**src/ckgen_map.svh**
```systemverilog
// register offsets, field positions, reset values and timing counts of the reset/power-down block
`ifndef CKGEN_MAP_SVH
`define CKGEN_MAP_SVH

// ----------------------------------------------------------------
// register offsets
// ----------------------------------------------------------------
`define ADDR_SERCFG 10'h000
`define ADDR_READSEL 10'h004
`define ADDR_STATUS 10'h006
`define ADDR_PLLCTL 10'h010
`define ADDR_ECL_BASE 10'h0F0
`define ADDR_LS_BASE 10'h140
`define ADDR_DISTCTL 10'h230
`define ADDR_UPDATE 10'h232
`define NUM_ECL 6
`define NUM_LS 4

// ----------------------------------------------------------------
// field positions
// ----------------------------------------------------------------
`define SOFT_RST_HI_BIT 5
`define SOFT_RST_LO_BIT 2
`define READ_ACTIVE_BIT 0
`define PLL_MODE_LSB 0
`define ECL_MODE_LSB 0
`define ECL_AMP_LSB 2
`define ECL_INV_BIT 4
`define LS_PD_BIT 0
`define LS_SE_BIT 3
`define LS_B_EN_BIT 4
`define LS_POL_LSB 5
`define DIST_ALIGN_BIT 0
`define DIST_PD_BIT 1
`define UPDATE_BIT 0

// ----------------------------------------------------------------
// codes and reset values
// ----------------------------------------------------------------
`define PLL_MODE_NORMAL 2'h0
`define PLL_MODE_ASYNC 2'h1
`define PLL_MODE_SYNC 2'h3
`define ECL_MODE_NORMAL 2'h0
`define ECL_MODE_SAFE 2'h2
`define ECL_MODE_TOTAL 2'h3
`define PLLCTL_DEFAULT 8'h00
`define ECL_CTL_DEFAULT 8'h08
`define LS_CTL_DEFAULT 8'h00
`define DISTCTL_DEFAULT 8'h00
`define READSEL_DEFAULT 8'h00

// ----------------------------------------------------------------
// timing
// ----------------------------------------------------------------
`define CLK_PERIOD_NS 8
`define ALIGN_TIME_NS 64
`define ALIGN_CYCLES ((`ALIGN_TIME_NS + `CLK_PERIOD_NS - 1) / `CLK_PERIOD_NS)

`endif

```
**src/ckgen_pkg.sv**
```systemverilog
// types shared by the reset/power-down block
package ckgen_pkg;
    typedef enum logic [1:0] {PLL_ON, PLL_WAIT_CP, PLL_OFF} pll_state_t;
    typedef logic [7:0] reg_byte_t;
    typedef logic [3:0] align_cnt_t;
endpackage

```
**src/sync_2ff.sv**
```systemverilog
// two-flop level synchroniser, resets to zero
`timescale 1ns/1ps
module sync_2ff (
    // clock and reset
    input wire logic mclk_i,
    input wire logic rstn_i,
    // level in and out
    input wire logic d_i,
    output logic q_o
);
    logic meta_ff;
    logic q_ff;

    always_ff @(posedge mclk_i or negedge rstn_i) begin
        if (!rstn_i) begin
            meta_ff <= 1'b0;
            q_ff <= 1'b0;
        end else begin
            meta_ff <= d_i;
            q_ff <= meta_ff;
        end
    end

    assign q_o = q_ff;
endmodule

```
**src/hold_stretch.sv**
```systemverilog
// holds busy while the request stands and for a fixed count after it drops
`timescale 1ns/1ps
`include "ckgen_map.svh"
module hold_stretch (
    // clock and reset
    input wire logic mclk_i,
    input wire logic rstn_i,
    // request and busy
    input wire logic hold_i,
    output logic busy_o
);
    ckgen_pkg::align_cnt_t cnt_ff;
    ckgen_pkg::align_cnt_t nxt_cnt;

    always_comb begin
        nxt_cnt = cnt_ff;
        if (hold_i) begin
            nxt_cnt = 4'(`ALIGN_CYCLES);
        end else if (cnt_ff != 4'h0) begin
            nxt_cnt = cnt_ff - 4'h1;
        end
    end

    always_ff @(posedge mclk_i or negedge rstn_i) begin
        if (!rstn_i) begin
            cnt_ff <= 4'h0;
        end else begin
            cnt_ff <= nxt_cnt;
        end
    end

    assign busy_o = hold_i || (cnt_ff != 4'h0);
endmodule

```
**src/clock_gen_reset_powerdown_ctrl.sv**
```systemverilog
// reset, power-down and output enable control of the multi-output clock generator
// ----------------------------------------------------------------
// Behaviour
// - power-on loads every register with its default and makes it active
// - power-on also runs an output alignment
// - low reset pin asynchronously returns all registers to defaults
// - soft reset: write both mirrored bits one, then zero; defaults held meanwhile
// - soft reset bits act at once, without an update
// - sleep pin low keeps the chip asleep until it returns high
// - waking resumes register contents, including writes made while asleep
// - asleep: pll, oscillator, input buffer, dividers, low-swing off; ecl safe-off
// - register port stays fully working while asleep
// - two-bit pll field selects normal, async or sync power-down
// - async mode turns pll off as soon as the update lands
// - sync mode waits for the next charge pump event after update
// - distribution power-down bit removes bias from distribution
// - ecl mode per output: 00 normal, 10 safe, 11 total; also used in dist pd
// - each ecl output has its own power-down and polarity
// - each ecl output has a two-bit swing select
// - single-ended mode turns output a on; output b has its own enable
// - one power-down bit kills differential and both single-ended outputs
// - three-bit polarity field per low-swing output in single-ended mode
// - soft align, soft reset, dist pd, reset or sleep release each align outputs
// - buffered writes go active together on the self-clearing update bit
// ----------------------------------------------------------------
//
// The implementer's own choices: the register addresses and strobed register access.
`timescale 1ns/1ps
`include "ckgen_map.svh"
module clock_gen_reset_powerdown_ctrl (
    // clock and hard reset pin
    input wire logic mclk_i,
    input wire logic rstn_i,
    // pins
    input wire logic chip_sleep_n_i,
    input wire logic cp_event_i,
    // register port
    input wire logic [9:0] reg_addr_i,
    input wire logic [7:0] reg_wdata_i,
    input wire logic reg_wr_i,
    input wire logic reg_rd_i,
    output logic [7:0] reg_rdata_o,
    // core power controls
    output logic pll_pwr_dn_o,
    output logic osc_pwr_dn_o,
    output logic clkin_buf_pwr_dn_o,
    output logic div_pwr_dn_o,
    output logic dist_bias_off_o,
    output logic align_o,
    output logic soft_rst_active_o,
    // ecl outputs, two bits or one bit per output
    output logic [11:0] ecl_pd_mode_o,
    output logic [11:0] ecl_amp_o,
    output logic [5:0] ecl_invert_o,
    output logic [5:0] ecl_enable_o,
    // low-swing outputs
    output logic [3:0] ls_pwr_dn_o,
    output logic [3:0] ls_diff_en_o,
    output logic [3:0] ls_cmos_a_en_o,
    output logic [3:0] ls_cmos_b_en_o,
    output logic [11:0] ls_polarity_o
);
    // ----------------------------------------------------------------
    // pin synchronisers
    // ----------------------------------------------------------------
    logic sleep_n_sync;
    logic rst_released;
    logic align_busy;
    logic sleep;

    sync_2ff u_sleep_sync (
        .mclk_i(mclk_i),
        .rstn_i(rstn_i),
        .d_i(chip_sleep_n_i),
        .q_o(sleep_n_sync)
    );

    // release of the reset pin seen two edges late, so alignment starts cleanly
    sync_2ff u_rst_sync (
        .mclk_i(mclk_i),
        .rstn_i(rstn_i),
        .d_i(1'b1),
        .q_o(rst_released)
    );

    // a synchronised sleep_n of zero right after reset reads as asleep until it settles
    assign sleep = !sleep_n_sync;

    // ----------------------------------------------------------------
    // register state
    // ----------------------------------------------------------------
    logic soft_rst_ff;
    logic nxt_soft_rst;
    ckgen_pkg::reg_byte_t readsel_ff, nxt_readsel;
    ckgen_pkg::reg_byte_t pll_buf_ff, nxt_pll_buf;
    ckgen_pkg::reg_byte_t pll_act_ff, nxt_pll_act;
    ckgen_pkg::reg_byte_t dist_buf_ff, nxt_dist_buf;
    ckgen_pkg::reg_byte_t dist_act_ff, nxt_dist_act;
    ckgen_pkg::reg_byte_t ecl_buf_ff [`NUM_ECL];
    ckgen_pkg::reg_byte_t ecl_act_ff [`NUM_ECL];
    ckgen_pkg::reg_byte_t ls_buf_ff [`NUM_LS];
    ckgen_pkg::reg_byte_t ls_act_ff [`NUM_LS];
    ckgen_pkg::reg_byte_t nxt_ecl_buf [`NUM_ECL];
    ckgen_pkg::reg_byte_t nxt_ecl_act [`NUM_ECL];
    ckgen_pkg::reg_byte_t nxt_ls_buf [`NUM_LS];
    ckgen_pkg::reg_byte_t nxt_ls_act [`NUM_LS];
    ckgen_pkg::reg_byte_t rdata_ff, nxt_rdata;
    logic update;

    always_comb begin
        nxt_soft_rst = soft_rst_ff;
        nxt_readsel = readsel_ff;
        nxt_pll_buf = pll_buf_ff;
        nxt_pll_act = pll_act_ff;
        nxt_dist_buf = dist_buf_ff;
        nxt_dist_act = dist_act_ff;
        nxt_ecl_buf = ecl_buf_ff;
        nxt_ecl_act = ecl_act_ff;
        nxt_ls_buf = ls_buf_ff;
        nxt_ls_act = ls_act_ff;
        update = 1'b0;
        // writes are taken whether asleep or not
        if (reg_wr_i) begin
            if (reg_addr_i == `ADDR_SERCFG) begin
                // mirrored pair, either half sets it; acts directly
                nxt_soft_rst = reg_wdata_i[`SOFT_RST_HI_BIT]
                    | reg_wdata_i[`SOFT_RST_LO_BIT];
            end
            if (reg_addr_i == `ADDR_READSEL) begin
                nxt_readsel = reg_wdata_i;
            end
            if (reg_addr_i == `ADDR_PLLCTL) begin
                nxt_pll_buf = reg_wdata_i;
            end
            if (reg_addr_i == `ADDR_DISTCTL) begin
                nxt_dist_buf = reg_wdata_i;
            end
            for (int i = 0; i < `NUM_ECL; i++) begin
                if (reg_addr_i == `ADDR_ECL_BASE + 10'(i)) begin
                    nxt_ecl_buf[i] = reg_wdata_i;
                end
            end
            for (int i = 0; i < `NUM_LS; i++) begin
                if (reg_addr_i == `ADDR_LS_BASE + 10'(i)) begin
                    nxt_ls_buf[i] = reg_wdata_i;
                end
            end
            update = (reg_addr_i == `ADDR_UPDATE) && reg_wdata_i[`UPDATE_BIT];
        end
        // all pending buffer contents go active in the same edge
        if (update) begin
            nxt_pll_act = pll_buf_ff;
            nxt_dist_act = dist_buf_ff;
            nxt_ecl_act = ecl_buf_ff;
            nxt_ls_act = ls_buf_ff;
        end
        // defaults pinned while soft reset stands; other writes are lost meanwhile
        if (soft_rst_ff) begin
            nxt_readsel = `READSEL_DEFAULT;
            nxt_pll_buf = `PLLCTL_DEFAULT;
            nxt_pll_act = `PLLCTL_DEFAULT;
            nxt_dist_buf = `DISTCTL_DEFAULT;
            nxt_dist_act = `DISTCTL_DEFAULT;
            for (int i = 0; i < `NUM_ECL; i++) begin
                nxt_ecl_buf[i] = `ECL_CTL_DEFAULT;
                nxt_ecl_act[i] = `ECL_CTL_DEFAULT;
            end
            for (int i = 0; i < `NUM_LS; i++) begin
                nxt_ls_buf[i] = `LS_CTL_DEFAULT;
                nxt_ls_act[i] = `LS_CTL_DEFAULT;
            end
        end
    end

    // sleep does not touch these, so waking resumes them as they stand
    always_ff @(posedge mclk_i or negedge rstn_i) begin
        if (!rstn_i) begin
            soft_rst_ff <= 1'b0;
            readsel_ff <= `READSEL_DEFAULT;
            pll_buf_ff <= `PLLCTL_DEFAULT;
            pll_act_ff <= `PLLCTL_DEFAULT;
            dist_buf_ff <= `DISTCTL_DEFAULT;
            dist_act_ff <= `DISTCTL_DEFAULT;
            for (int i = 0; i < `NUM_ECL; i++) begin
                ecl_buf_ff[i] <= `ECL_CTL_DEFAULT;
                ecl_act_ff[i] <= `ECL_CTL_DEFAULT;
            end
            for (int i = 0; i < `NUM_LS; i++) begin
                ls_buf_ff[i] <= `LS_CTL_DEFAULT;
                ls_act_ff[i] <= `LS_CTL_DEFAULT;
            end
        end else begin
            soft_rst_ff <= nxt_soft_rst;
            readsel_ff <= nxt_readsel;
            pll_buf_ff <= nxt_pll_buf;
            pll_act_ff <= nxt_pll_act;
            dist_buf_ff <= nxt_dist_buf;
            dist_act_ff <= nxt_dist_act;
            ecl_buf_ff <= nxt_ecl_buf;
            ecl_act_ff <= nxt_ecl_act;
            ls_buf_ff <= nxt_ls_buf;
            ls_act_ff <= nxt_ls_act;
        end
    end

    // ----------------------------------------------------------------
    // read path
    // ----------------------------------------------------------------
    logic rd_act;

    always_comb begin
        rd_act = readsel_ff[`READ_ACTIVE_BIT];
        nxt_rdata = 8'h00;
        if (reg_rd_i) begin
            unique case (reg_addr_i)
                `ADDR_SERCFG: begin
                    nxt_rdata = {2'h0, soft_rst_ff, 2'h0, soft_rst_ff, 2'h0};
                end
                `ADDR_READSEL: begin
                    nxt_rdata = readsel_ff;
                end
                `ADDR_STATUS: begin
                    nxt_rdata = {4'h0, soft_rst_ff, align_busy, pll_pwr_dn_o, sleep};
                end
                `ADDR_PLLCTL: begin
                    nxt_rdata = rd_act ? pll_act_ff : pll_buf_ff;
                end
                `ADDR_DISTCTL: begin
                    nxt_rdata = rd_act ? dist_act_ff : dist_buf_ff;
                end
                default: begin
                    for (int i = 0; i < `NUM_ECL; i++) begin
                        if (reg_addr_i == `ADDR_ECL_BASE + 10'(i)) begin
                            nxt_rdata = rd_act ? ecl_act_ff[i] : ecl_buf_ff[i];
                        end
                    end
                    for (int i = 0; i < `NUM_LS; i++) begin
                        if (reg_addr_i == `ADDR_LS_BASE + 10'(i)) begin
                            nxt_rdata = rd_act ? ls_act_ff[i] : ls_buf_ff[i];
                        end
                    end
                end
            endcase
        end
    end

    always_ff @(posedge mclk_i or negedge rstn_i) begin
        if (!rstn_i) begin
            rdata_ff <= 8'h00;
        end else begin
            rdata_ff <= nxt_rdata;
        end
    end

    assign reg_rdata_o = rdata_ff;

    // ----------------------------------------------------------------
    // pll power-down sequencing
    // ----------------------------------------------------------------
    ckgen_pkg::pll_state_t pll_state_ff, nxt_pll_state;
    logic [1:0] pll_mode;

    always_comb begin
        pll_mode = pll_act_ff[`PLL_MODE_LSB +: 2];
        nxt_pll_state = pll_state_ff;
        unique case (pll_state_ff)
            ckgen_pkg::PLL_ON: begin
                if (pll_mode == `PLL_MODE_ASYNC) begin
                    nxt_pll_state = ckgen_pkg::PLL_OFF;
                end else if (pll_mode == `PLL_MODE_SYNC) begin
                    nxt_pll_state = ckgen_pkg::PLL_WAIT_CP;
                end
            end
            ckgen_pkg::PLL_WAIT_CP: begin
                // an event seen before the mode went active does not count
                if (pll_mode == `PLL_MODE_ASYNC || cp_event_i) begin
                    nxt_pll_state = ckgen_pkg::PLL_OFF;
                end else if (pll_mode != `PLL_MODE_SYNC) begin
                    nxt_pll_state = ckgen_pkg::PLL_ON;
                end
            end
            ckgen_pkg::PLL_OFF: begin
                if (pll_mode != `PLL_MODE_ASYNC && pll_mode != `PLL_MODE_SYNC) begin
                    nxt_pll_state = ckgen_pkg::PLL_ON;
                end
            end
            default: begin
                nxt_pll_state = ckgen_pkg::PLL_ON;
            end
        endcase
    end

    always_ff @(posedge mclk_i or negedge rstn_i) begin
        if (!rstn_i) begin
            pll_state_ff <= ckgen_pkg::PLL_ON;
        end else begin
            pll_state_ff <= nxt_pll_state;
        end
    end

    // ----------------------------------------------------------------
    // output alignment
    // ----------------------------------------------------------------
    logic align_hold;

    // every source holds outputs static; release runs the stretch then frees them
    assign align_hold = !rst_released
        || soft_rst_ff
        || dist_act_ff[`DIST_PD_BIT]
        || dist_act_ff[`DIST_ALIGN_BIT]
        || sleep;

    hold_stretch u_align (
        .mclk_i(mclk_i),
        .rstn_i(rstn_i),
        .hold_i(align_hold),
        .busy_o(align_busy)
    );

    // ----------------------------------------------------------------
    // output controls
    // ----------------------------------------------------------------
    logic nxt_pll_pd, dist_pd;
    logic [11:0] nxt_ecl_mode, nxt_ecl_amp, nxt_ls_pol;
    logic [5:0] nxt_ecl_inv, nxt_ecl_en;
    logic [3:0] nxt_ls_pd, nxt_ls_diff, nxt_ls_a, nxt_ls_b;
    logic [1:0] mode_eff;

    always_comb begin
        dist_pd = dist_act_ff[`DIST_PD_BIT];
        nxt_pll_pd = sleep || (pll_state_ff == ckgen_pkg::PLL_OFF);
        mode_eff = `ECL_MODE_NORMAL;
        nxt_ecl_mode = 12'h000;
        nxt_ecl_amp = 12'h000;
        nxt_ecl_inv = 6'h00;
        nxt_ecl_en = 6'h00;
        for (int i = 0; i < `NUM_ECL; i++) begin
            // asleep forces safe-off so terminated loads stay protected
            mode_eff = sleep ? `ECL_MODE_SAFE : ecl_act_ff[i][`ECL_MODE_LSB +: 2];
            nxt_ecl_mode[2 * i +: 2] = mode_eff;
            nxt_ecl_amp[2 * i +: 2] = ecl_act_ff[i][`ECL_AMP_LSB +: 2];
            nxt_ecl_inv[i] = ecl_act_ff[i][`ECL_INV_BIT];
            nxt_ecl_en[i] = (mode_eff == `ECL_MODE_NORMAL) && !dist_pd;
        end
        nxt_ls_pd = 4'h0;
        nxt_ls_diff = 4'h0;
        nxt_ls_a = 4'h0;
        nxt_ls_b = 4'h0;
        nxt_ls_pol = 12'h000;
        for (int i = 0; i < `NUM_LS; i++) begin
            nxt_ls_pd[i] = ls_act_ff[i][`LS_PD_BIT] || sleep || dist_pd;
            nxt_ls_diff[i] = !nxt_ls_pd[i] && !ls_act_ff[i][`LS_SE_BIT];
            nxt_ls_a[i] = !nxt_ls_pd[i] && ls_act_ff[i][`LS_SE_BIT];
            nxt_ls_b[i] = nxt_ls_a[i] && ls_act_ff[i][`LS_B_EN_BIT];
            nxt_ls_pol[3 * i +: 3] = ls_act_ff[i][`LS_POL_LSB +: 3];
        end
    end

    always_ff @(posedge mclk_i or negedge rstn_i) begin
        if (!rstn_i) begin
            pll_pwr_dn_o <= 1'b0;
            osc_pwr_dn_o <= 1'b0;
            clkin_buf_pwr_dn_o <= 1'b0;
            div_pwr_dn_o <= 1'b0;
            dist_bias_off_o <= 1'b0;
            align_o <= 1'b1;
            soft_rst_active_o <= 1'b0;
            ecl_pd_mode_o <= 12'h000;
            ecl_amp_o <= 12'h000;
            ecl_invert_o <= 6'h00;
            ecl_enable_o <= 6'h00;
            ls_pwr_dn_o <= 4'hF;
            ls_diff_en_o <= 4'h0;
            ls_cmos_a_en_o <= 4'h0;
            ls_cmos_b_en_o <= 4'h0;
            ls_polarity_o <= 12'h000;
        end else begin
            pll_pwr_dn_o <= nxt_pll_pd;
            osc_pwr_dn_o <= sleep;
            clkin_buf_pwr_dn_o <= sleep;
            div_pwr_dn_o <= sleep;
            dist_bias_off_o <= dist_pd;
            align_o <= align_busy;
            soft_rst_active_o <= soft_rst_ff;
            ecl_pd_mode_o <= nxt_ecl_mode;
            ecl_amp_o <= nxt_ecl_amp;
            ecl_invert_o <= nxt_ecl_inv;
            ecl_enable_o <= nxt_ecl_en;
            ls_pwr_dn_o <= nxt_ls_pd;
            ls_diff_en_o <= nxt_ls_diff;
            ls_cmos_a_en_o <= nxt_ls_a;
            ls_cmos_b_en_o <= nxt_ls_b;
            ls_polarity_o <= nxt_ls_pol;
        end
    end
endmodule

```
**config.mk**
```make
export PLATFORM = sky130hd
export DESIGN_NAME = clock_gen_reset_powerdown_ctrl
export DESIGN_NICKNAME = d
export VERILOG_FILES = /design/src/ckgen_pkg.sv /design/src/sync_2ff.sv /design/src/hold_stretch.sv /design/src/clock_gen_reset_powerdown_ctrl.sv
export VERILOG_INCLUDE_DIRS = /design/src
export SDC_FILE = /design/constraint.sdc
export NUM_CORES = 1
export LEC_CHECK = 0
export BUFFER_PORTS_ARGS = -buffer_cell sky130_fd_sc_hd__buf_4
export CAP_MARGIN = 15
export CELL_PAD_IN_SITES_DETAIL_PLACEMENT = 0
export CELL_PAD_IN_SITES_GLOBAL_PLACEMENT = 1
export CORE_MARGIN = 1.5
export CORE_UTILIZATION = 50
export CTS_CLUSTER_DIAMETER = 40
export CTS_CLUSTER_SIZE = 30
export DETAILED_ROUTE_END_ITERATION = 12
export PLACE_DENSITY_LB_ADDON = 0.1
export SYNTH_ARGS = -nofsm -noshare
export SYNTH_HDL_FRONTEND = slang
export SYNTH_SLANG_ARGS = --single-unit
```
**constraint.sdc**
```tcl
create_clock -name mclk_i -period 5 [get_ports mclk_i]
set_input_delay 0.75 -clock mclk_i [delete_from_list [all_inputs] [get_ports mclk_i]]
set_output_delay 0.75 -clock mclk_i [all_outputs]
set_load 0.005 [all_outputs]
```
==> run summary, run 1 <==
====================================================================================
Endpoint class of the critical path                                         register
Design internal power                                                      0.00428 W
Run status                                                              finished clean
Total number of H-tree levels                                                      2
Cells along the critical path                                           buf_4 > nor3b_2 > nand2_1 > nor2_1 > nand2_1 > mux2i_1 > nor2_1
Router iterations before antenna repair                                            6
Cell area power density                                                   367 mW/mm²
Number of warnings issued by yosys                                                 0
Max-cap violations                                                                 0
Post-synthesis cell type count                                                    70
EDFF count, synth                                                                  0
Type of the worst setup path                                               in -> reg
Flip-flop cell with the highest count after synthesis                   sky130_fd_sc_hd__dfrtp_1
Number of antenna diodes                                                           0
Floorplan die width                                                           164 µm
DP Cell Count                                                                   1646
Sequential area share after synthesis                                          55.5%
Transition time of the tightest slew-check pin                              0.954 ns
Net count after synthesis                                                       1315
Post-synthesis compound-gate area fraction                                     11.4%
Startpoint type of the worst setup path                                   input port
Net count, final                                                                1384
GRT met3 Usage                                                                 4.32%
Portion of total power attributed to combinational logic                        4.7%
Clk_lat worst skew                                                           0.54 ns
Type of the tightest min-delay check                                     in -> async
IO Port Bufs                                                                     102
Syn avg cell area                                                           10.1 µm²
Max-slew headroom                                                              35.8%
Via count of the first global-routing pass                                      9455
Post-route non-filler standard cell count                                       1721
Final setup TNS                                                                 0 ns
Core Rows                                                                         58
TritonCTS Buffers                                                                 41
Clock transition at path regs                                                0.06 ns
Clock power frac                                                               52.2%
TritonCTS clock tree                                                             yes
Crit share post-route                                                          59.5%
Netlist area before placement                                             0.0130 mm²
Commonest non-fill, non-tap cell in the layout                          sky130_fd_sc_hd__dfrtp_1
Number of design rule violations left after detail routing                         0
Launching element of the worst setup path                               reg_addr_i[1]
Final worst hold slack                                                      0.259 ns
IR drop worst, VDD                                                        0.000254 V
Sequential cell fraction of total power                                        43.1%
Max Root-Sink Buffers                                                              3
Unrepaired setup endpoints after global routing                                   no
Fraction of synthesized area in multiplexers                                   12.3%
Fraction of final layout cells sized beyond drive strength 1                   19.6%
Met2 Usage GRT                                                                 41.9%
Total overflow reported by the global router                                       0
Initial antenna violation count                                                    0
Routed WL                                                                   36200 µm
Total setup buffers inserted after CTS                                             0
Static Leakage                                                               7.15 nW
Number of flip-flops and latches in the synthesized netlist                      288
Reg2reg setup slack                                                          2.03 ns
Initial DRC count                                                                840
Cell count after synthesis                                                      1290
Final period demand of the worst path                                        2.97 ns
DR vias/cell                                                                    5.79
Routed via count                                                                9962
Main combinational cell family by area after synthesis                  simple AND/OR/NAND/NOR gates
DIE HEIGHT                                                                    164 µm
Worst clock skew                                                           0.0222 ns
CTS hold repair buffers                                                            0
RR Startpoint                                                           u_sleep_sync.q_o$_DFF_PN0_
Met1 Use GR                                                                    41.1%
Worst-path maximum fanout                                                         20
Floorplan Core Area                                                       0.0254 mm²
Commonest cells after routing, fill and taps aside                      sky130_fd_sc_hd__dfrtp_1, sky130_fd_sc_hd__nand2_1, sky130_fd_sc_hd__a21oi_1, sky130_fd_sc_hd__mux2i_1, sky130_fd_sc_hd__buf_4
CTS sink count                                                                   288
Number of instances resized during post-cts repair                                 0
Maximum clock frequency                                                    0.336 GHz
Pin count of the biggest net entering global routing                             108
Top-level port count                                                             103
Final-report max-slew violation count                                              0
Length in cells of the worst reg-to-reg path                                       6
Final Hold Viols                                                                   0
Detail Placement HPWL                                                       22900 µm
Root buf cell                                                           sky130_fd_sc_hd__clkbuf_16
Xor/xnor cell area share of the yosys netlist                                0.0672%
Proportion of total power due to net switching                                 24.1%
Number of inserted filler cells in the final layout                             2195
Share of flip-flops with an asynchronous set or reset after synthesis           100%
Worst-path cell with the longest stage delay                            sky130_fd_sc_hd__nor3b_2
Critical Path Max Stage Delay                                                0.65 ns
Routed wirelength normalized by instance count                               21.0 µm
Routability congestion estimate from global placement                          0.851
Setup violation total in the final timing report                                   0
Area share of fa/ha/maj cells after synthesis                                0.0960%
Wire length of the first global-routing pass                                57000 µm
CP required                                                                  5.39 ns
Full die area                                                             0.0270 mm²
Net Sw Power                                                               0.00136 W
Data arrival time of the critical path                                       3.36 ns
Antenna-violating nets left                                                        0
Area overhead of the layout relative to synthesis                              17.9%
RR Endpoint                                                             reg_rdata_o[2]$_DFF_PN0_
Initial core utilization                                                       51.3%
Simple logic cell fraction of the synthesized area                             16.9%
GRT Resource Usage Total                                                       27.8%
Most used routing layer in global routing                                       met2
====================================================================================
cell families after synthesis:
logic type	Yosys count
compound gates	259
buf+inv	104
simple gates	483
fa+ha+maj	1
flops	288
other cells	1
mux	153
xor+xnor	1
routing by layer:
layer  wire length (µm)  part of all wire (%)
met1              16100                    44
met2              16600                    46
met3               2470                   6.8
met4               1000                   2.8
met5                  0                     0
per-stage QoR:
step / setup WS (ns) / power (W) / instance area (µm²) / util [%]
2_1_floorplan: 2.62 / 0.00258 / 13000 / -
3_3_place_gp: 1.58 / 0.00273 / 13900 / 54.9
3_5_place_dp: 1.51 / 0.00274 / 13900 / 54.9
4_1_cts: 2.03 / 0.00568 / 15400 / 60.5
5_1_grt: 1.77 / 0.00582 / 15400 / 60.5
6_report: 2.03 / 0.00564 / 15400 / 60.5
worst max-delay path: cells and delay by family:
kind	cells	cell delay (ns)
and+or+nand+nor	5	2.09
muxes	1	0.25
buffers and inverters	1	0.25
synthesized netlist by cell type (all sizes together) (4+ instances only):
| cell type | n | area (µm²) |
|---|---|---|
| a211oi | 6 | 45.0 |
| a21oi | 160 | 801 |
| a22oi | 9 | 67.6 |
| and2 | 14 | 87.6 |
| buf | 47 | 283 |
| clkbuf | 47 | 176 |
| dfrtp | 271 | 6780 |
| dfstp | 17 | 447 |
| inv | 9 | 33.8 |
| mux2 | 26 | 293 |
| mux2i | 124 | 1240 |
| nand2 | 267 | 1000 |
| nand2b | 10 | 62.6 |
| nand3 | 45 | 250 |
| nand3b | 5 | 37.5 |
| nor2 | 95 | 367 |
| nor3 | 15 | 101 |
| o211ai | 8 | 60.1 |
| o21ai | 30 | 150 |
| o221ai | 4 | 35.0 |
| o22ai | 18 | 113 |
| or2 | 8 | 52.6 |
| or4b | 4 | 43.8 |
sequential cells by signal, indices dropped and copies added (netlist names), 12 cells and up:
register       count
ecl_amp_o         12
ls_act_ff         32
ecl_buf_ff        48
ecl_act_ff        48
ls_buf_ff         32
ecl_pd_mode_o     12
ls_polarity_o     12
worst max path at each step:
stage	slack, ns	depth (start not counted)	endpoint
after floorplan	2.62	9	ecl_act_ff[10]$_DFFE_PN0P_
after global placement	1.58	6	ecl_act_ff[31]$_DFFE_PN0P_
after detailed placement	1.51	7	ls_buf_ff[0]$_DFFE_PN0P_
after CTS	2.03	6	reg_rdata_o[2]$_DFF_PN0_
after global routing	1.77	7	ls_buf_ff[0]$_DFFE_PN0P_
final	2.03	7	ls_buf_ff[0]$_DFFE_PN0P_
power groups by stage:
stage | Combinational (W) | Sequential [W] | Clock [W]
after floorplan | 0.000116 | 0.00246 | 0
after global placement | 0.000262 | 0.00247 | 0
after detailed placement | 0.000265 | 0.00247 | 0
after CTS | 0.000265 | 0.00243 | 0.00299
after global routing | 0.000293 | 0.00244 | 0.00309
final | 0.000263 | 0.00243 | 0.00294
area by class of cell:
type	instances	area, µm²	area share, %
multi-input cells	898	5330	34.7
clock buffers	46	1110	7.20
well taps	330	413	2.69
inverters	10	37.5	0.244
clock inverters	29	314	2.04
repair buffers	120	933	6.07
flip-flops and latches	288	7240	47.1
No activity file was read; power rests on OpenSTA's default activity.
==> inputs of run 2 (changes only) <==
--- a/config.mk
+++ b/config.mk
@@ -6,12 +6,13 @@
 export SDC_FILE = /design/constraint.sdc
 export NUM_CORES = 1
 export LEC_CHECK = 0
+export ABC_AREA = 1
 export BUFFER_PORTS_ARGS = -buffer_cell sky130_fd_sc_hd__buf_4
 export CAP_MARGIN = 15
 export CELL_PAD_IN_SITES_DETAIL_PLACEMENT = 0
 export CELL_PAD_IN_SITES_GLOBAL_PLACEMENT = 1
 export CORE_MARGIN = 1.5
-export CORE_UTILIZATION = 50
+export CORE_UTILIZATION = 46
 export CTS_CLUSTER_DIAMETER = 40
 export CTS_CLUSTER_SIZE = 30
 export DETAILED_ROUTE_END_ITERATION = 12
==> constraint.sdc (replaced) <==
create_clock -name mclk_i -period 2.96 [get_ports mclk_i]
set_input_delay 0.444 -clock mclk_i [delete_from_list [all_inputs] [get_ports mclk_i]]
set_output_delay 0.444 -clock mclk_i [all_outputs]
set_load 0.005 [all_outputs]
==> run 2 against run 1 <==
Compared with the run above: sequential share of layout area is 0.18 points higher; routed wire length increased by 1.2%; cell area fell by 0.44%; worst hold slack got worse by 0.24 ns; combinational power grew 38%; count of clock-buffer cells in the layout grew 2; synthesized cell count increased by 12%; first-iteration DRC count increased by 15%; critical path type is now reg -> reg.
==> run summary, run 2 <==
====================================================================================
IR drop worst, VDD                                                        0.000445 V   +75%
Total overflow reported by the global router                                       0   unchanged
Number of design rule violations left after detail routing                         0   unchanged
Worst hold path cell count                                                         1
Commonest non-fill, non-tap cell in the layout                          sky130_fd_sc_hd__nand2_1
Type of the worst setup path                                              reg -> reg
Number of flip-flops and latches in the synthesized netlist                      288   unchanged
Data arrival time of the critical path                                       2.55 ns   -0.81 ns
Worst clock skew                                                           0.0204 ns   -0.00176 ns
TritonCTS clock tree                                                             yes
Sequential area share after synthesis                                          57.3%   +1.9 points
CTS sink count                                                                   288   unchanged
Final period demand of the worst path                                        2.10 ns
Routability congestion estimate from global placement                          0.899   +5.7%
Startpoint type of the worst setup path                                     register
RR Startpoint                                                           soft_rst_ff$_DFFE_PN0P_
Max-cap violations                                                                 0   unchanged
Clock power frac                                                               54.7%   +2.5 points
Via count of the first global-routing pass                                     10.0k   +6.1%
Initial core utilization                                                       46.8%   -4.5 points
Wire length of the first global-routing pass                                58700 µm   +3.0%
Final-report max-slew violation count                                              0   unchanged
Crit share post-route                                                          71.0%
Proportion of total power due to net switching                                 23.4%   -0.66 points
Static Leakage                                                               7.43 nW   +3.9%
IO Port Bufs                                                                     102   unchanged
Routed via count                                                               10.3k   +3.2%
Top post-synthesis cells by area                                        sky130_fd_sc_hd__dfrtp_1, sky130_fd_sc_hd__nand2_1, sky130_fd_sc_hd__o21ai_0
Unrepaired setup endpoints after global routing                                   no
Net count, final                                                                1571   +14%
DR vias/cell                                                                    5.35   -7.6%
Type of the tightest min-delay check                                       in -> reg
Area taken by flip-flops and latches                                     0.00723 mm²   about the same
Area overhead of the layout relative to synthesis                              21.4%
Routed WL                                                                   36600 µm   +1.2%
Post-synthesis cell type count                                                    45   -36%
Total number of H-tree levels                                                      2   unchanged
GRT Resource Usage Total                                                       26.9%   -0.91 points
Pin count of the biggest net entering global routing                              96   -11%
Most common cell in the synthesized netlist                             sky130_fd_sc_hd__nand2_1
CP required                                                                  3.41 ns   -1.98 ns
Length in cells of the worst reg-to-reg path                                       6   unchanged
Cell count after synthesis                                                      1440   +12%
Netlist area before placement                                             0.0126 mm²   -3.3%
Syn avg cell area                                                           8.75 µm²   -13%
TritonCTS Buffers                                                                 43   +4.9%
Max Root-Sink Buffers                                                              3   unchanged
Net Sw Power                                                               0.00225 W   +66%
Initial DRC count                                                                963   +15%
Top cells by count, synth                                               sky130_fd_sc_hd__nand2_1, sky130_fd_sc_hd__dfrtp_1, sky130_fd_sc_hd__o21ai_0
Setup violation total in the final timing report                                   0   unchanged
Fraction of final layout cells sized beyond drive strength 1                   18.5%   -1.1 points
Worst-path maximum fanout                                                         22   +10%
Routed wirelength normalized by instance count                               19.1 µm   -9.4%
Final design instance area without fill                                   0.0153 mm²   -0.44%
Launching element of the worst setup path                               soft_rst_ff$_DFFE_PN0P_
Cell taking the most area after synthesis                               sky130_fd_sc_hd__dfrtp_1
Max-slew headroom                                                              32.0%   -3.9 points
Antenna-violating nets left                                                        0   unchanged
Final Power                                                                0.00960 W   +70%
Floorplan die width                                                           169 µm   +2.5%
Final worst hold slack                                                     0.0162 ns   -0.243 ns
Flip-flop cell with the highest count after synthesis                   sky130_fd_sc_hd__dfrtp_1
Transition time of the tightest slew-check pin                               1.02 ns   +0.0662 ns
Clk_lat worst skew                                                           0.54 ns   about the same
Top-level port count                                                             103   unchanged
Router iterations before antenna repair                                            5   -1
Number of inserted filler cells in the final layout                             2450   +12%
Area of placed instances                                                  0.0138 mm²   -1.2%
Proportion of netlist area held by the largest area contributor                53.8%   +1.8 points
Number of warnings issued by yosys                                                 0   unchanged
Detail Placement HPWL                                                       24500 µm   +7.1%
Startpoint of the worst hold path                                       chip_sleep_n_i
Maximum clock frequency                                                    0.476 GHz
Initial antenna violation count                                                    0   unchanged
Combined area of the multi-input logic cells                             0.00463 mm²   -13%
Number of antenna diodes                                                           0   unchanged
Final Hold Viols                                                                   0   unchanged
Clock transition at path regs                                                0.05 ns   about the same
Sequential cell fraction of total power                                        41.6%   -1.5 points
DIE HEIGHT                                                                    169 µm   +2.5%
Cell area power density                                                   627 mW/mm²   +71%
Final setup TNS                                                                 0 ns   unchanged
Portion of total power attributed to combinational logic                        3.8%   -0.9 points
Endpoint class of the critical path                                         register
Design internal power                                                      0.00735 W   +72%
Root buf cell                                                           sky130_fd_sc_hd__clkbuf_16
Top Registers                                                           ecl_act_ff (48), ecl_buf_ff (48)
Full die area                                                             0.0284 mm²   +5.0%
Total setup buffers inserted after CTS                                             0   unchanged
Floorplan Core Area                                                       0.0270 mm²   +6.1%
Commonest cells after routing, fill and taps aside                      sky130_fd_sc_hd__nand2_1, sky130_fd_sc_hd__dfrtp_1, sky130_fd_sc_hd__o21ai_0, sky130_fd_sc_hd__buf_4, sky130_fd_sc_hd__nor2_1
Share of flip-flops with an asynchronous set or reset after synthesis           100%   unchanged
Core Rows                                                                         60   +3.4%
Run status                                                              finished clean
EDFF count, synth                                                                  0   unchanged
Net count after synthesis                                                       1465   +11%
====================================================================================
## run 2: changes by cell type after synthesis, sizes merged, moves of 15 or more
cell,previous run,this run
nand2,267,433
o21ai,30,177
mux2i,124,7
a21oi,160,46
inv,9,102
nand3,45,83
nand4,0,30
mux2,26,0
o211ai,8,34
clkbuf,47,28
o22ai,18,3
## run 2: critical path, cell delays in order, from the launching register on
cell and delay, ns:
sky130_fd_sc_hd__dfrtp_1 0.38, sky130_fd_sc_hd__inv_2 0.37, sky130_fd_sc_hd__buf_4 0.30, sky130_fd_sc_hd__nand2_1 0.31, sky130_fd_sc_hd__inv_1 0.42, sky130_fd_sc_hd__nor2_1 0.09, sky130_fd_sc_hd__a21oi_1 0.13
## run 2: power groups by stage
stage	registers (W)	clock network [W]	logic (W)
after floorplan	0.00406	0	0.000136
after global placement	0.00406	0	0.000368
after detailed placement	0.00406	0	0.000369
after CTS	0.00399	0.00535	0.000370
after global routing	0.00399	0.00552	0.000404
final	0.00399	0.00525	0.000363
## run 2: layout make-up
class / count / share of cell area, %
Clock inverter: 32 / 2.45
Timing Repair Buffer: 134 / 7.29
Sequential cell: 288 / 47.3
Inverter: 103 / 2.53
Clock buffer: 48 / 7.42
Multi-Input combinational cell: 976 / 30.3
Tap cell: 341 / 2.79
## run 2: cell families after synthesis
| logic type | after synthesis | share of synthesized area (%) |
|---|---|---|
| AOI/OAI and AO/OA | 271 | 11.8 |
| xor gates and xnor gates | 2 | 0.139 |
| adders and majority gates | 1 | 0.0992 |
| buffers and inverters | 176 | 5.92 |
| DFF | 288 | 57.3 |
| muxes | 7 | 0.556 |
| other | 1 | 0.0297 |
| and+or+nand+nor | 694 | 24.1 |
## run 2: repair_timing
item | in CTS | in global routing
gates resized for setup | 0 | 0
hold endpoints to repair | 68 | 0
endpoints found under the setup margin | 0 | 0
hold buffers | 1 | 0
## run 2: worst paths after layout
| kind | to | slack, ns |
|---|---|---|
| worst max-delay path | ecl_buf_ff[38]$_DFFE_PN0P_ | 0.86 |
| worst min-delay path | u_sleep_sync.meta_ff$_DFF_PN0_ | 0.02 |
| worst max register to register | ecl_buf_ff[38]$_DFFE_PN0P_ | 0.86 |
| worst min register to register | u_sleep_sync.q_o$_DFF_PN0_ | 0.35 |
| max in group asynchronous | ecl_buf_ff[27]$_DFFE_PN1P_ | 1.62 |
| min in group asynchronous | dist_bias_off_o$_DFF_PN0_ | 0.49 |
## run 2: metal layers
metal  vias to the layer above  wire, µm  GRT usage, %
met5                         -         0             0
met4                         0       687          6.79
met3                        55      2190          4.42
met2                       338     16800          42.4
met1                      4941     16900          38.9
li1                       4950         -             -
## run 2: stage by stage
stage / cells / setup WS (ns) / util (%)
2_1_floorplan: 1440 / 1.31 / -
3_3_place_gp: 1841 / 0.446 / 51.1
3_5_place_dp: 1841 / 0.475 / 51.1
4_1_cts: 1922 / 0.877 / 56.8
5_1_grt: 1922 / 0.693 / 56.8
6_report: 1922 / 0.859 / 56.8
==> inputs of run 3 (changes only) <==
--- a/config.mk
+++ b/config.mk
@@ -6,13 +6,13 @@
 export SDC_FILE = /design/constraint.sdc
 export NUM_CORES = 1
 export LEC_CHECK = 0
-export ABC_AREA = 1
+export ABC_AREA = 0
 export BUFFER_PORTS_ARGS = -buffer_cell sky130_fd_sc_hd__buf_4
 export CAP_MARGIN = 15
 export CELL_PAD_IN_SITES_DETAIL_PLACEMENT = 0
 export CELL_PAD_IN_SITES_GLOBAL_PLACEMENT = 1
 export CORE_MARGIN = 1.5
-export CORE_UTILIZATION = 46
+export CORE_UTILIZATION = 47
 export CTS_CLUSTER_DIAMETER = 40
 export CTS_CLUSTER_SIZE = 30
 export DETAILED_ROUTE_END_ITERATION = 12
==> constraint.sdc (replaced) <==
create_clock -name mclk_i -period 2 [get_ports mclk_i]
set_input_delay 0.3 -clock mclk_i [delete_from_list [all_inputs] [get_ports mclk_i]]
set_output_delay 0.3 -clock mclk_i [all_outputs]
set_load 0.005 [all_outputs]
==> run 3 against run 2 <==
Compared with the run above: the run now ends with setup timing left; non-clock buffer count up 116; critical path depth up 1; sequential share of layout area down 4.7 points; routed wire length up 7.9%; count of clock-buffer cells in the layout up 5; maximum frequency up 3.0%; register-to-register slack worse by 0.90 ns; clock skew down 0.0056 ns; clock power up 57%; setup slack worse by 0.90 ns; combinational power up 120%.
==> run summary, run 3 (same netlist as run 1, synthesis figures left out) <==
========================================================================================
Floorplan Core Area                                                           0.0271 mm²   +0.56%
Met2 Usage GRT                                                                     43.4%   +0.94 points
Number of inserted filler cells in the final layout                                 2268   -7.4%
Commonest cells after routing, fill and taps aside                          sky130_fd_sc_hd__dfrtp_1, sky130_fd_sc_hd__nand2_1, sky130_fd_sc_hd__buf_4, sky130_fd_sc_hd__a21oi_1, sky130_fd_sc_hd__mux2i_1
TritonCTS clock tree                                                                 yes
Final-report max-slew violation count                                                  0   unchanged
Type of the worst setup path                                                  reg -> reg
Via count of the first global-routing pass                                         10.4k   +3.9%
GRT Resource Usage Total                                                           28.3%   +1.4 points
Area overhead of the layout relative to synthesis                                  30.4%
Routed via count                                                                   10.5k   +2.1%
Unrepaired setup endpoints after global routing                                      yes
Top-level port count                                                                 103   unchanged
Violated checks                                                             setup timing
Met1 Use GR                                                                        41.1%   +2.2 points
Root buf cell                                                               sky130_fd_sc_hd__clkbuf_16
Max Root-Sink Buffers                                                                  3   unchanged
Worst clock skew                                                               0.0149 ns   -0.00557 ns
Worst-path maximum fanout                                                             12   -45%
Worst-path cell with the longest stage delay                                sky130_fd_sc_hd__dfrtp_4
Routed wirelength normalized by instance count                                   20.8 µm   +9.3%
IR drop worst, VDD                                                            0.000737 V   +66%
Routed WL                                                                       39500 µm   +7.9%
Pin count of the biggest net entering global routing                                  63   -34%
Routability congestion estimate from global placement                              0.933   +3.8%
Number of antenna diodes                                                               0   unchanged
GRT met3 Usage                                                                     4.90%   +0.48 points
Total number of H-tree levels                                                          2   unchanged
Static Leakage                                                                   8.01 nW   +7.8%
Endpoint class of the critical path                                             register
Full die area                                                                 0.0287 mm²   +1.2%
Router iterations before antenna repair                                                5   unchanged
Data arrival time of the critical path                                           2.45 ns   -0.10 ns
Cell area power density                                                       890 mW/mm²   +42%
Antenna-violating nets left                                                            0   unchanged
Most used routing layer in global routing                                           met2
Category of cells accounting for the largest share of critical-path delay   compound AO/OA/AOI/OAI gates
Initial core utilization                                                           48.1%   +1.3 points
DR vias/cell                                                                        5.53   +3.4%
Total overflow reported by the global router                                           0   unchanged
Post-route non-filler standard cell count                                           1897   -1.3%
Top Registers                                                               ecl_act_ff (48), ecl_buf_ff (48)
Max-slew headroom                                                                  57.2%   +25 points
Final period demand of the worst path                                            2.04 ns   -0.0618 ns
IO Port Bufs                                                                         102   unchanged
Max-cap violations                                                                     0   unchanged
Core Rows                                                                             60   unchanged
Initial antenna violation count                                                        0   unchanged
Type of the tightest min-delay check                                           in -> reg
Cells along the critical path                                               buf_12 > buf_12 > mux2i_2 > o22ai_1 > o221ai_1 > a31oi_1 > o221a_1
Final Power                                                                     0.0151 W   +58%
Net count, final                                                                    1516   -3.5%
Final Hold Viols                                                                       0   unchanged
Commonest non-fill, non-tap cell in the layout                              sky130_fd_sc_hd__dfrtp_1
Wire length of the first global-routing pass                                    61700 µm   +5.2%
Worst path bufs/invs                                                                   2   -1
Run status                                                                  finished, violations left
Crit share post-route                                                               102%   +31 points
CTS sink count                                                                       288   unchanged
TritonCTS Buffers                                                                     43   unchanged
Transition time of the tightest slew-check pin                                  0.642 ns   -0.378 ns
Detail Placement HPWL                                                           26400 µm   +7.8%
CP required                                                                      2.41 ns   -1.00 ns
Clock transition at path regs                                                    0.05 ns   about the same
Initial DRC count                                                                    724   -25%
Number of design rule violations left after detail routing                             0   unchanged
Clk_lat worst skew                                                               0.54 ns   about the same
Worst-case setup margin in the final layout                                   -0.0387 ns   -0.898 ns
Fraction of final layout cells sized beyond drive strength 1                       27.8%   +9.3 points
Floorplan die width                                                               170 µm   +0.59%
DIE HEIGHT                                                                        170 µm   +0.59%
Setup violation total in the final timing report                                       4   +4
Critical Path Max Stage Delay                                                    0.57 ns   +0.15 ns
DP Cell Count                                                                       1812   -1.6%
Startpoint type of the worst setup path                                         register
Most frequent cell on the critical path                                     sky130_fd_sc_hd__buf_12
Maximum clock frequency                                                        0.491 GHz   +3.0%
========================================================================================
==> run 3: cell types whose count changed in the layout (fill, tap and decap cells not counted), moves of 17 or more <==
cell / change
sky130_fd_sc_hd__mux2i_1: +108
sky130_fd_sc_hd__o211ai_1: -26
sky130_fd_sc_hd__or2_2: -17
sky130_fd_sc_hd__a21oi_1: +113
sky130_fd_sc_hd__nand3_1: -42
sky130_fd_sc_hd__nand4_1: -28
sky130_fd_sc_hd__o21ai_0: -126
sky130_fd_sc_hd__buf_4: +96
sky130_fd_sc_hd__inv_1: -81
sky130_fd_sc_hd__nand2_1: -162
sky130_fd_sc_hd__mux2_2: +23
sky130_fd_sc_hd__o21ai_1: -22
==> run 3: timing repair <==
action,in CTS,in global routing
setup endpoints to repair,8,16
cloned,1,0
hold buffers,2,0
endpoints found under the hold margin,277,0
resized for setup,19,28
setup buffers,3,1
pin swaps,7,8
==> run 3: worst min-delay path: stages <==
cell and delay (ns):
sky130_fd_sc_hd__buf_4 0.15, sky130_fd_sc_hd__nand3_1 0.07, sky130_fd_sc_hd__a21oi_1 0.05
==> run 3: worst paths after layout <==
path                                              startpoint                    endpoint  slack (ns)  cells past startpoint
worst max-delay path               readsel_ff[0]$_DFFE_PN0P_    reg_rdata_o[0]$_DFF_PN0_       -0.04                      7
worst min-delay path                          reg_wdata_i[3]    ls_buf_ff[3]$_DFFE_PN0P_        0.08                      3
worst max register to register     readsel_ff[0]$_DFFE_PN0P_    reg_rdata_o[0]$_DFF_PN0_       -0.04                      7
worst min register to register  u_rst_sync.meta_ff$_DFF_PN0_    u_rst_sync.q_o$_DFF_PN0_        0.34                      0
max in group asynchronous                             rstn_i    ls_pwr_dn_o[3]$_DFF_PN1_        1.11                      3
min in group asynchronous                             rstn_i  ecl_act_ff[17]$_DFFE_PN0P_        0.22                      2
==> run 3: area by class of cell <==
cell class	instances	area, µm²	area share, %
Sequential cell	288	7240	42.6
Timing Repair Buffer	250	2190	12.9
Inverter	10	37.5	0.221
Multi-Input combinational cell	898	5470	32.2
Tap cell	372	465	2.74
Clock buffer	53	1210	7.10
Clock inverter	26	393	2.31
==> run 3: power by group <==
part	total [W]	leakage, nW	switching (W)	internal, W
combinational	0.000808	3.35	0.000491	0.000317
sequential	0.00606	3.88	0.0000764	0.00599
clock	0.00825	0.781	0.00295	0.00530
==> run 3: through the flow <==
stage / instance area [µm²] / utilization (%) / TNS (ns) / hold WS, ns / worst slack (ns)
after floorplan: 13000 / - / 0 / 0.00441 / 0.00772
after global placement: 15200 / 55.9 / -10.62 / 0.175 / -0.357
after global routing: 17000 / 62.7 / -0.287 / 0.0796 / -0.0885
final: 17000 / 62.7 / -0.0831 / 0.0825 / -0.0387
after detailed placement: 15200 / 55.9 / -15.48 / 0.175 / -0.375
after CTS: 16900 / 62.4 / -0.0479 / 0.0645 / -0.0387
==> run 3: routing by layer <==
metal / routed length, µm / vias up
met1: 18200 / 5194
met4: 1120 / 0
li1: - / 4873
met3: 2440 / 75
met2: 17800 / 356
met5: 0 / -
